### config.mk
export PLATFORM = sky130hd
export DESIGN_NAME = sync_serial_ctrl_status
export DESIGN_NICKNAME = d
export VERILOG_FILES = /design/src/design/sync_serial_pkg.sv /design/src/design/sync_serial_ctrl_status.sv
export SDC_FILE = /design/constraint.sdc
export NUM_CORES = 1
export LEC_CHECK = 0
export BUFFER_PORTS_ARGS = -buffer_cell sky130_fd_sc_hd__buf_2
export CORE_UTILIZATION = 59
export CTS_CLUSTER_SIZE = 14
export DETAILED_ROUTE_END_ITERATION = 7
export PLACE_DENSITY_LB_ADDON = 0.15
export SYNTH_ARGS = -nofsm -noshare
export SYNTH_HDL_FRONTEND = slang
export SYNTH_SLANG_ARGS = --single-unit
### constraint.sdc
create_clock -name clk -period 2.95 [get_ports clk]
set_input_delay 0.1475 -clock clk [delete_from_list [all_inputs] [get_ports clk]]
set_output_delay 0.1475 -clock clk [all_outputs]
set_load 0.01 [all_outputs]
### src/design/sync_serial_pkg.sv
// Shared constants and carrier types for the serial control and status block.
package sync_serial_pkg;
    // Register byte offsets on the plain register port.
    localparam logic [7:0] OFS_PRESCALE = 8'h20;
    localparam logic [7:0] OFS_DIVISOR = 8'h22;
    localparam logic [7:0] OFS_CONTROL = 8'h24;
    localparam logic [7:0] OFS_LINE_STAT = 8'h26;
    localparam logic [7:0] OFS_STATUS = 8'h28;

    // Control register fields.
    localparam int CTL_TX_IRQ_EN = 7;
    localparam int CTL_RX_IRQ_EN = 6;
    localparam int CTL_TX_ON = 5;
    localparam int CTL_RX_ON = 4;
    localparam logic [7:0] CTL_WRITE_MASK = 8'hf3;

    // Status register fields.
    localparam int STS_TX_DONE = 6;
    localparam int STS_TX_STOP = 5;
    localparam int STS_RX_FULL_STOP = 1;

    // Line status register fields.
    localparam int LST_SBC_LSB = 8;
    localparam int LST_SBC_MSB = 14;
    localparam int LST_SCE = 4;

    // Reset values.
    localparam logic [7:0] CONTROL_RST = 8'h00;
    localparam logic [15:0] STATUS_RST = 16'h0040;
    localparam logic [7:0] DIVISOR_RST = 8'hff;
    localparam logic [1:0] PRESCALE_RST = 2'h0;
    localparam logic [6:0] SBC_RST = 7'h00;

    // Receive FIFO depth in bytes.
    localparam logic [7:0] FIFO_DEPTH = 8'h80;

    // Clock source selections.
    localparam logic [1:0] CKSRC_INT_IN = 2'h0;
    localparam logic [1:0] CKSRC_INT_OUT = 2'h1;

    // Events from the transmit datapath, all on clk.
    typedef struct packed {
        logic move;
        logic last_bit_sent;
        logic fifo_empty;
        logic fifo_write;
    } tx_evt_t;

    // Events from the receive datapath, all on clk.
    typedef struct packed {
        logic store;
        logic [7:0] count;
    } rx_evt_t;

    // Shift strobes for the datapath.
    typedef struct packed {
        logic fall;
        logic rise;
    } shift_evt_t;
endpackage : sync_serial_pkg

### src/design/sync_serial_ctrl_status.sv
// Control, status and bit-rate logic of the synchronous serial port.
`timescale 1ns/10ps
`default_nettype none

module sync_serial_ctrl_status (
    input wire logic clk,
    input wire logic rst,
    input wire logic [7:0] reg_addr,
    input wire logic [15:0] reg_wdata,
    input wire logic reg_wr,
    input wire logic reg_rd,
    output logic [15:0] reg_rdata,
    input wire sync_serial_pkg::tx_evt_t tx_evt,
    input wire sync_serial_pkg::rx_evt_t rx_evt,
    input wire logic sck_pin_i,
    output logic sck_pin_o,
    output logic sck_pin_oe,
    output logic tx_on,
    output logic rx_on,
    output logic tx_hold,
    output logic rx_hold,
    output sync_serial_pkg::shift_evt_t shift,
    output logic tx_irq,
    output logic rx_irq
);

    // Last count of the prescaler for a given exponent.
    function automatic logic [5:0] pre_last(input logic [1:0] n);
        logic [5:0] r;
        r = 6'h00;
        case (n)
            2'h0: r = 6'h00;
            2'h1: r = 6'h03;
            2'h2: r = 6'h0f;
            default: r = 6'h3f;
        endcase
        return r;
    endfunction : pre_last

    // True when the selection takes the clock from the pin.
    function automatic logic is_external(input logic [1:0] sel);
        return sel[1];
    endfunction : is_external

    // True when a strobe addresses the register at the given offset.
    function automatic logic reg_hit(input logic strobe, input logic [7:0] addr, input logic [7:0] ofs);
        return strobe && (addr == ofs);
    endfunction : reg_hit

    // A flag clears on a status write of 0 to its bit once it was read as 1.
    function automatic logic clear_ok(input logic wr, input logic wbit, input logic armed);
        return wr && !wbit && armed;
    endfunction : clear_ok

    logic [7:0] control_q;
    logic [1:0] prescale_q;
    logic [7:0] divisor_q;
    logic sce_q;
    logic [6:0] sbc_q;
    logic tx_done_q;
    logic tx_stop_q;
    logic rx_stop_q;
    logic tx_stop_armed_q;
    logic rx_stop_armed_q;
    logic [7:0] tx_cnt_q;
    logic [15:0] rdata_q;
    logic [5:0] pre_cnt_q;
    logic [8:0] div_cnt_q;
    logic sck_int_q;
    logic sck_s1_q;
    logic sck_s2_q;
    logic sck_s3_q;
    sync_serial_pkg::shift_evt_t shift_q;

    logic [1:0] clock_src_sel;
    logic tx_irq_enable;
    logic rx_irq_enable;
    logic wr_control;
    logic wr_status;
    logic wr_divisor;
    logic wr_prescale;
    logic wr_line_stat;
    logic rd_status;
    logic tx_stop_set;
    logic rx_stop_set;
    logic tx_stop_clr;
    logic rx_stop_clr;
    logic baud_run;
    logic pre_tick;
    logic [8:0] div_last;
    logic [7:0] rx_count_after;
    logic [7:0] rx_target;
    logic [15:0] rdata_d;

    assign clock_src_sel = control_q[1:0];
    assign tx_irq_enable = control_q[sync_serial_pkg::CTL_TX_IRQ_EN];
    assign rx_irq_enable = control_q[sync_serial_pkg::CTL_RX_IRQ_EN];

    assign wr_control = reg_hit(reg_wr, reg_addr, sync_serial_pkg::OFS_CONTROL);
    assign wr_status = reg_hit(reg_wr, reg_addr, sync_serial_pkg::OFS_STATUS);
    assign wr_divisor = reg_hit(reg_wr, reg_addr, sync_serial_pkg::OFS_DIVISOR);
    assign wr_prescale = reg_hit(reg_wr, reg_addr, sync_serial_pkg::OFS_PRESCALE);
    assign wr_line_stat = reg_hit(reg_wr, reg_addr, sync_serial_pkg::OFS_LINE_STAT);
    assign rd_status = reg_hit(reg_rd, reg_addr, sync_serial_pkg::OFS_STATUS);

    // Control register; reserved bits stay zero.
    always_ff @(posedge clk) begin
        if (rst) begin
            control_q <= sync_serial_pkg::CONTROL_RST;
        end else if (wr_control) begin
            control_q <= reg_wdata[7:0] & sync_serial_pkg::CTL_WRITE_MASK;
        end
    end

    // Bit-rate divisor and prescale selection.
    always_ff @(posedge clk) begin
        if (rst) begin
            divisor_q <= sync_serial_pkg::DIVISOR_RST;
            prescale_q <= sync_serial_pkg::PRESCALE_RST;
        end else begin
            if (wr_divisor) begin
                divisor_q <= reg_wdata[7:0];
            end
            if (wr_prescale) begin
                prescale_q <= reg_wdata[1:0];
            end
        end
    end

    // Stop-count enable and byte count.
    always_ff @(posedge clk) begin
        if (rst) begin
            sce_q <= 1'b0;
            sbc_q <= sync_serial_pkg::SBC_RST;
        end else if (wr_line_stat) begin
            sce_q <= reg_wdata[sync_serial_pkg::LST_SCE];
            sbc_q <= reg_wdata[sync_serial_pkg::LST_SBC_MSB:sync_serial_pkg::LST_SBC_LSB];
        end
    end

    // A status read that sees a flag at 1 arms its clear; any status write disarms.
    always_ff @(posedge clk) begin
        if (rst) begin
            tx_stop_armed_q <= 1'b0;
            rx_stop_armed_q <= 1'b0;
        end else if (wr_status) begin
            tx_stop_armed_q <= 1'b0;
            rx_stop_armed_q <= 1'b0;
        end else if (rd_status) begin
            tx_stop_armed_q <= tx_stop_armed_q | tx_stop_q;
            rx_stop_armed_q <= rx_stop_armed_q | rx_stop_q;
        end
    end

    // Writing 1 is ignored; writing 0 clears only an armed flag.
    assign tx_stop_clr = clear_ok(wr_status, reg_wdata[sync_serial_pkg::STS_TX_STOP], tx_stop_armed_q);
    assign rx_stop_clr = clear_ok(wr_status, reg_wdata[sync_serial_pkg::STS_RX_FULL_STOP], rx_stop_armed_q);

    // Bytes moved to the shifter since the last stop.
    always_ff @(posedge clk) begin
        if (rst || !sce_q) begin
            tx_cnt_q <= 8'h00;
        end else if (tx_evt.move) begin
            tx_cnt_q <= tx_stop_set ? 8'h00 : tx_cnt_q + 8'h01;
        end
    end

    assign tx_stop_set = sce_q && tx_evt.move && (tx_cnt_q == {1'b0, sbc_q});

    // The receive target is the programmed count plus one, or a full FIFO.
    assign rx_count_after = rx_evt.count + 8'h01;
    assign rx_target = sce_q ? ({1'b0, sbc_q} + 8'h01) : sync_serial_pkg::FIFO_DEPTH;
    assign rx_stop_set = rx_evt.store && (rx_count_after == rx_target);

    // Stop flags: a set in the same cycle as a clear wins.
    always_ff @(posedge clk) begin
        if (rst) begin
            tx_stop_q <= sync_serial_pkg::STATUS_RST[sync_serial_pkg::STS_TX_STOP];
        end else if (tx_stop_set) begin
            tx_stop_q <= 1'b1;
        end else if (tx_stop_clr) begin
            tx_stop_q <= 1'b0;
        end
    end

    // Clearing rx_on does not touch this flag.
    always_ff @(posedge clk) begin
        if (rst) begin
            rx_stop_q <= sync_serial_pkg::STATUS_RST[sync_serial_pkg::STS_RX_FULL_STOP];
        end else if (rx_stop_set) begin
            rx_stop_q <= 1'b1;
        end else if (rx_stop_clr) begin
            rx_stop_q <= 1'b0;
        end
    end

    // Transmit done: set at an idle end of a byte, cleared by a FIFO write.
    always_ff @(posedge clk) begin
        if (rst) begin
            tx_done_q <= sync_serial_pkg::STATUS_RST[sync_serial_pkg::STS_TX_DONE];
        end else if (tx_evt.last_bit_sent && tx_evt.fifo_empty) begin
            tx_done_q <= 1'b1;
        end else if (tx_evt.fifo_write) begin
            tx_done_q <= 1'b0;
        end
    end

    // Interrupt levels follow flag and enable.
    assign tx_irq = tx_irq_enable && tx_stop_q;
    assign rx_irq = rx_irq_enable && rx_stop_q;

    assign tx_on = control_q[sync_serial_pkg::CTL_TX_ON];
    assign rx_on = control_q[sync_serial_pkg::CTL_RX_ON];

    // A reached stop count holds receive until its flag clears, and transmit while its flag and the stop-count enable are both set.
    assign tx_hold = sce_q && tx_stop_q;
    assign rx_hold = rx_stop_q;

    // Baud generator: prescaler 4^n, then half-bit count of 2*(N+1) ticks.
    assign baud_run = !is_external(clock_src_sel) && (tx_on || rx_on);
    assign pre_tick = baud_run && (pre_cnt_q == pre_last(prescale_q));
    assign div_last = {divisor_q, 1'b1};

    always_ff @(posedge clk) begin
        if (rst || !baud_run) begin
            pre_cnt_q <= 6'h00;
        end else if (pre_tick) begin
            pre_cnt_q <= 6'h00;
        end else begin
            pre_cnt_q <= pre_cnt_q + 6'h01;
        end
    end

    always_ff @(posedge clk) begin
        if (rst || !baud_run) begin
            div_cnt_q <= 9'h000;
        end else if (pre_tick) begin
            div_cnt_q <= (div_cnt_q == div_last) ? 9'h000 : div_cnt_q + 9'h001;
        end
    end

    // Internal serial clock idles high between frames.
    always_ff @(posedge clk) begin
        if (rst || !baud_run) begin
            sck_int_q <= 1'b1;
        end else if (pre_tick && (div_cnt_q == div_last)) begin
            sck_int_q <= !sck_int_q;
        end
    end

    // External clock pin passes two flip-flops before any logic looks at it.
    always_ff @(posedge clk) begin
        if (rst) begin
            sck_s1_q <= 1'b1;
            sck_s2_q <= 1'b1;
            sck_s3_q <= 1'b1;
        end else begin
            sck_s1_q <= sck_pin_i;
            sck_s2_q <= sck_s1_q;
            sck_s3_q <= sck_s2_q;
        end
    end

    // Shift strobes come from the selected clock source.
    always_ff @(posedge clk) begin
        if (rst) begin
            shift_q <= '0;
        end else if (is_external(clock_src_sel)) begin
            shift_q.fall <= sck_s3_q && !sck_s2_q;
            shift_q.rise <= !sck_s3_q && sck_s2_q;
        end else begin
            shift_q.fall <= pre_tick && (div_cnt_q == div_last) && sck_int_q;
            shift_q.rise <= pre_tick && (div_cnt_q == div_last) && !sck_int_q;
        end
    end

    assign shift = shift_q;

    // Pin drives only in internal-clock-out mode.
    assign sck_pin_oe = (clock_src_sel == sync_serial_pkg::CKSRC_INT_OUT);
    assign sck_pin_o = sck_int_q;

    // Read word assembled from the named field positions; unmapped offsets and reserved bits read zero.
    always_comb begin
        rdata_d = 16'h0000;
        case (reg_addr)
            sync_serial_pkg::OFS_PRESCALE: begin
                rdata_d[1:0] = prescale_q;
            end
            sync_serial_pkg::OFS_DIVISOR: begin
                rdata_d[7:0] = divisor_q;
            end
            sync_serial_pkg::OFS_CONTROL: begin
                rdata_d[7:0] = control_q;
            end
            sync_serial_pkg::OFS_LINE_STAT: begin
                rdata_d[sync_serial_pkg::LST_SBC_MSB:sync_serial_pkg::LST_SBC_LSB] = sbc_q;
                rdata_d[sync_serial_pkg::LST_SCE] = sce_q;
            end
            sync_serial_pkg::OFS_STATUS: begin
                rdata_d[sync_serial_pkg::STS_TX_DONE] = tx_done_q;
                rdata_d[sync_serial_pkg::STS_TX_STOP] = tx_stop_q;
                rdata_d[sync_serial_pkg::STS_RX_FULL_STOP] = rx_stop_q;
            end
            default: begin
                rdata_d = 16'h0000;
            end
        endcase
    end

    // Read data stand in the cycle after the read strobe only.
    always_ff @(posedge clk) begin
        if (rst || !reg_rd) begin
            rdata_q <= 16'h0000;
        end else begin
            rdata_q <= rdata_d;
        end
    end

    assign reg_rdata = rdata_q;

endmodule : sync_serial_ctrl_status

`default_nettype wire

==> flow_summary.yaml <==
routing:
  routed_via_density: 5.59
  postRouteAntennaNets: 0
  wire_per_inst_um: 13.7
  totalWireLength_um: 7540
  vias: 3068
  drc: 0
  drt-initial-drc-count: 179
  dr.pass1.iters: 4
cts:
  cts_setup_buffers: 0
  htree_levels: 3
  tritoncts: "yes"
  clk_pin_slew_ns: 0.08
  clk_latency_ns: 0.35
  cts_root_buf: "clkbuf_8"
  clk_path_buf_depth: 2
  cts_sinks: 73
  cts_buffers: 9
  cts_resized: 0
  postCtsHoldBufs: 1
setup_path:
  crit_required_ns: 3.23
  critical_path_class: "reg2reg"
  cp_data_arrival_time_ns: 2.37
  endpoint_kind: "flop"
  cp_max_fo: 13
  startpoint_type: "flop"
power_and_ir_drop:
  p_int_mw: 1.44
  power.total_mw: 1.86
  comb_power_share: 0.054
  clkPwrFrac: 0.413
  switching_share: 0.223
  pwr-share-seq: 0.533
  switchingPower_mw: 0.415
  ir_worst_vdd_uv: 445
  p_leak_nw: 1.62
  p_per_area_nw_per_um2: 459
cells_and_area:
  n_fill_cell: 460
  stdcell_area_um2: 4050
  multi_input_area_um2: 1950
  area_delta_synth_final_pct: 15.7
  final_nets: 519
  diodes: 0
  seq_area_um2: 1460
  final_layout_size_suffix_gt1_frac: 0.189
timing:
  finalHoldViolCount: 0
  max_freq_mhz: 481
  drv_slew: 0
  worstMarginPinSlew_ns: 0.776
  rsz0062_at_grt: "false"
  setup_viol: 0
  period_minus_slack_ns: 2.08
  finalSetupTns_ns: 0
  finClkSkew_ns: 0.00884
  hold_slack_ns: 0.00927
  relSlewSlack: 0.482
  timing.final.crit_share: 0.705
synthesis:
  yosysWarnings: 0
  synth_fp_nets: 459
  synth-seq-cells: 73
  syn_area_um2: 3500
  synth_top_area_frac: 0.417
  synth_area_per_cell_um2: 8.50
  ys_types: 50
  postSynthCellCount: 412
  synth_area_leaders: "dfxtp_1, xnor2_1, nand2_1"
  synth_ff_type: "dfxtp_1"
  synth_enable_flop_cells: 0
  ys_top_cells_by_count: "dfxtp_1, nand2_1, nor2_1"
  async_flop_share: 0
  synth_seq_area_share: 0.417
  yosysMostFrequentCell: "dfxtp_1"
  yosysTopAreaCell: "dfxtp_1"
place:
  io_buffers: 65
  gp_congestion: 0.838
  placed_area_um2: 3840
  place_hpwl_um: 5450
grt:
  grt_pass1_wl_um: 12400
  grt_pass1_vias: 2788
  grt_max_degree: 41
  grt-ovfl-total: 0
  grt_usage: 0.257
  antenna_found_initial: 0
die:
  die_w_um: 79.0
  dieArea_um2: 6250
  io-pin-count: 68
  initial_core_util: 0.624
  core_um2: 5610
  die_y_um: 79.0
  rows: 27
run_status:
  outcome: "complete, no violations"
flow_run:
  cap_violations: 0
worst_hold_path:
  hp-class: "in2reg"
[routing by layer]
layer,GRT usage,vias up,routed length [µm]
met4,0.100,0,113
met3,0.0920,12,456
met5,0,-,0
met1,0.306,1420,3330
met2,0.422,96,3640
li1,-,1540,-
[placed cells by master (no fill, tap or decap), drive strengths merged, types with 4 or more instances in the layout]
cell type	count
dfxtp	73
or3	4
nand3b	14
nor3	6
ha	5
or2	4
xnor2	25
a21oi	21
nand2	51
a31oi	6
nor2	49
o21ai	8
and3	9
nor4	4
a22oi	5
buf	67
nand3	24
xor2	20
nor2b	5
clkbuf	11
and2	12
nor3b	4
mux2i	12
nand4	5
[power groups by stage]
| stage | Combinational (mW) | Clock, mW | Sequential (mW) |
|---|---|---|---|
| floorplan | 0.0536 | 0 | 1.01 |
| global placement | 0.0959 | 0 | 1.01 |
| detailed placement | 0.0980 | 0 | 1.01 |
| CTS | 0.0999 | 0.781 | 0.990 |
| global route | 0.111 | 0.827 | 0.990 |
| finish | 0.101 | 0.768 | 0.990 |
[sequential cells by signal, summed over array words and instances, names as in the netlist, 6 cells and up]
register   count
control_q      6
div_cnt_q      9
divisor_q      8
pre_cnt_q      6
reg_rdata     15
sbc_q          7
tx_cnt_q       8
[cells by family (layout without fill, tap and decap cells)]
logic type      after synthesis  after routing  synth area share
buf+inv                      21             86            0.0268
xor+xnor                     45             45             0.113
other cells                   1              1           0.00107
compound gates               53             53            0.0947
simple gates                201            201             0.292
flops                        73             73             0.417
mux                          13             13            0.0375
fa+ha+maj                     5              5            0.0179
[final timing paths]
path,from,end,slack [ns],cells after the start
worst max-delay path,prescale_q[1]$_SDFFE_PP0P_,div_cnt_q[4]$_SDFFE_PP0P_,0.87,6
worst max register to register,prescale_q[1]$_SDFFE_PP0P_,div_cnt_q[4]$_SDFFE_PP0P_,0.87,6
worst min register to register,sck_s1_q$_SDFF_PP1_,sck_s2_q$_SDFF_PP1_,0.41,1
worst min-delay path,reg_wdata[2],divisor_q[2]$_SDFFE_PP1P_,0.009,3
[metrics by stage]
step                      std cells  worst slack, ns  utilization
after global placement          532            0.906        0.686
final                           549            0.869        0.722
after floorplan                 412             1.22            -
after detailed placement        532            0.871        0.686
after global routing            549            0.712        0.722
after CTS                       549            0.892        0.722
[worst max-delay path, cell delays in order, from the launching register on]
cell and delay, ns:
dfxtp_1 0.37, or4_1 0.52, nand2_1 0.09, o2111ai_2 0.33, nor2_1 0.42, nand4bb_1 0.14
a21oi_1 0.16
[area by class of cell]
type,instances,share of cell area
clock buffer,11,0.0349
clock inverter,5,0.0136
inverter,2,0.00185
multi-input combinational,318,0.480
sequential,73,0.361
tap,72,0.0222
timing repair buffer,68,0.0865
Power figures use the tool's default switching activity.
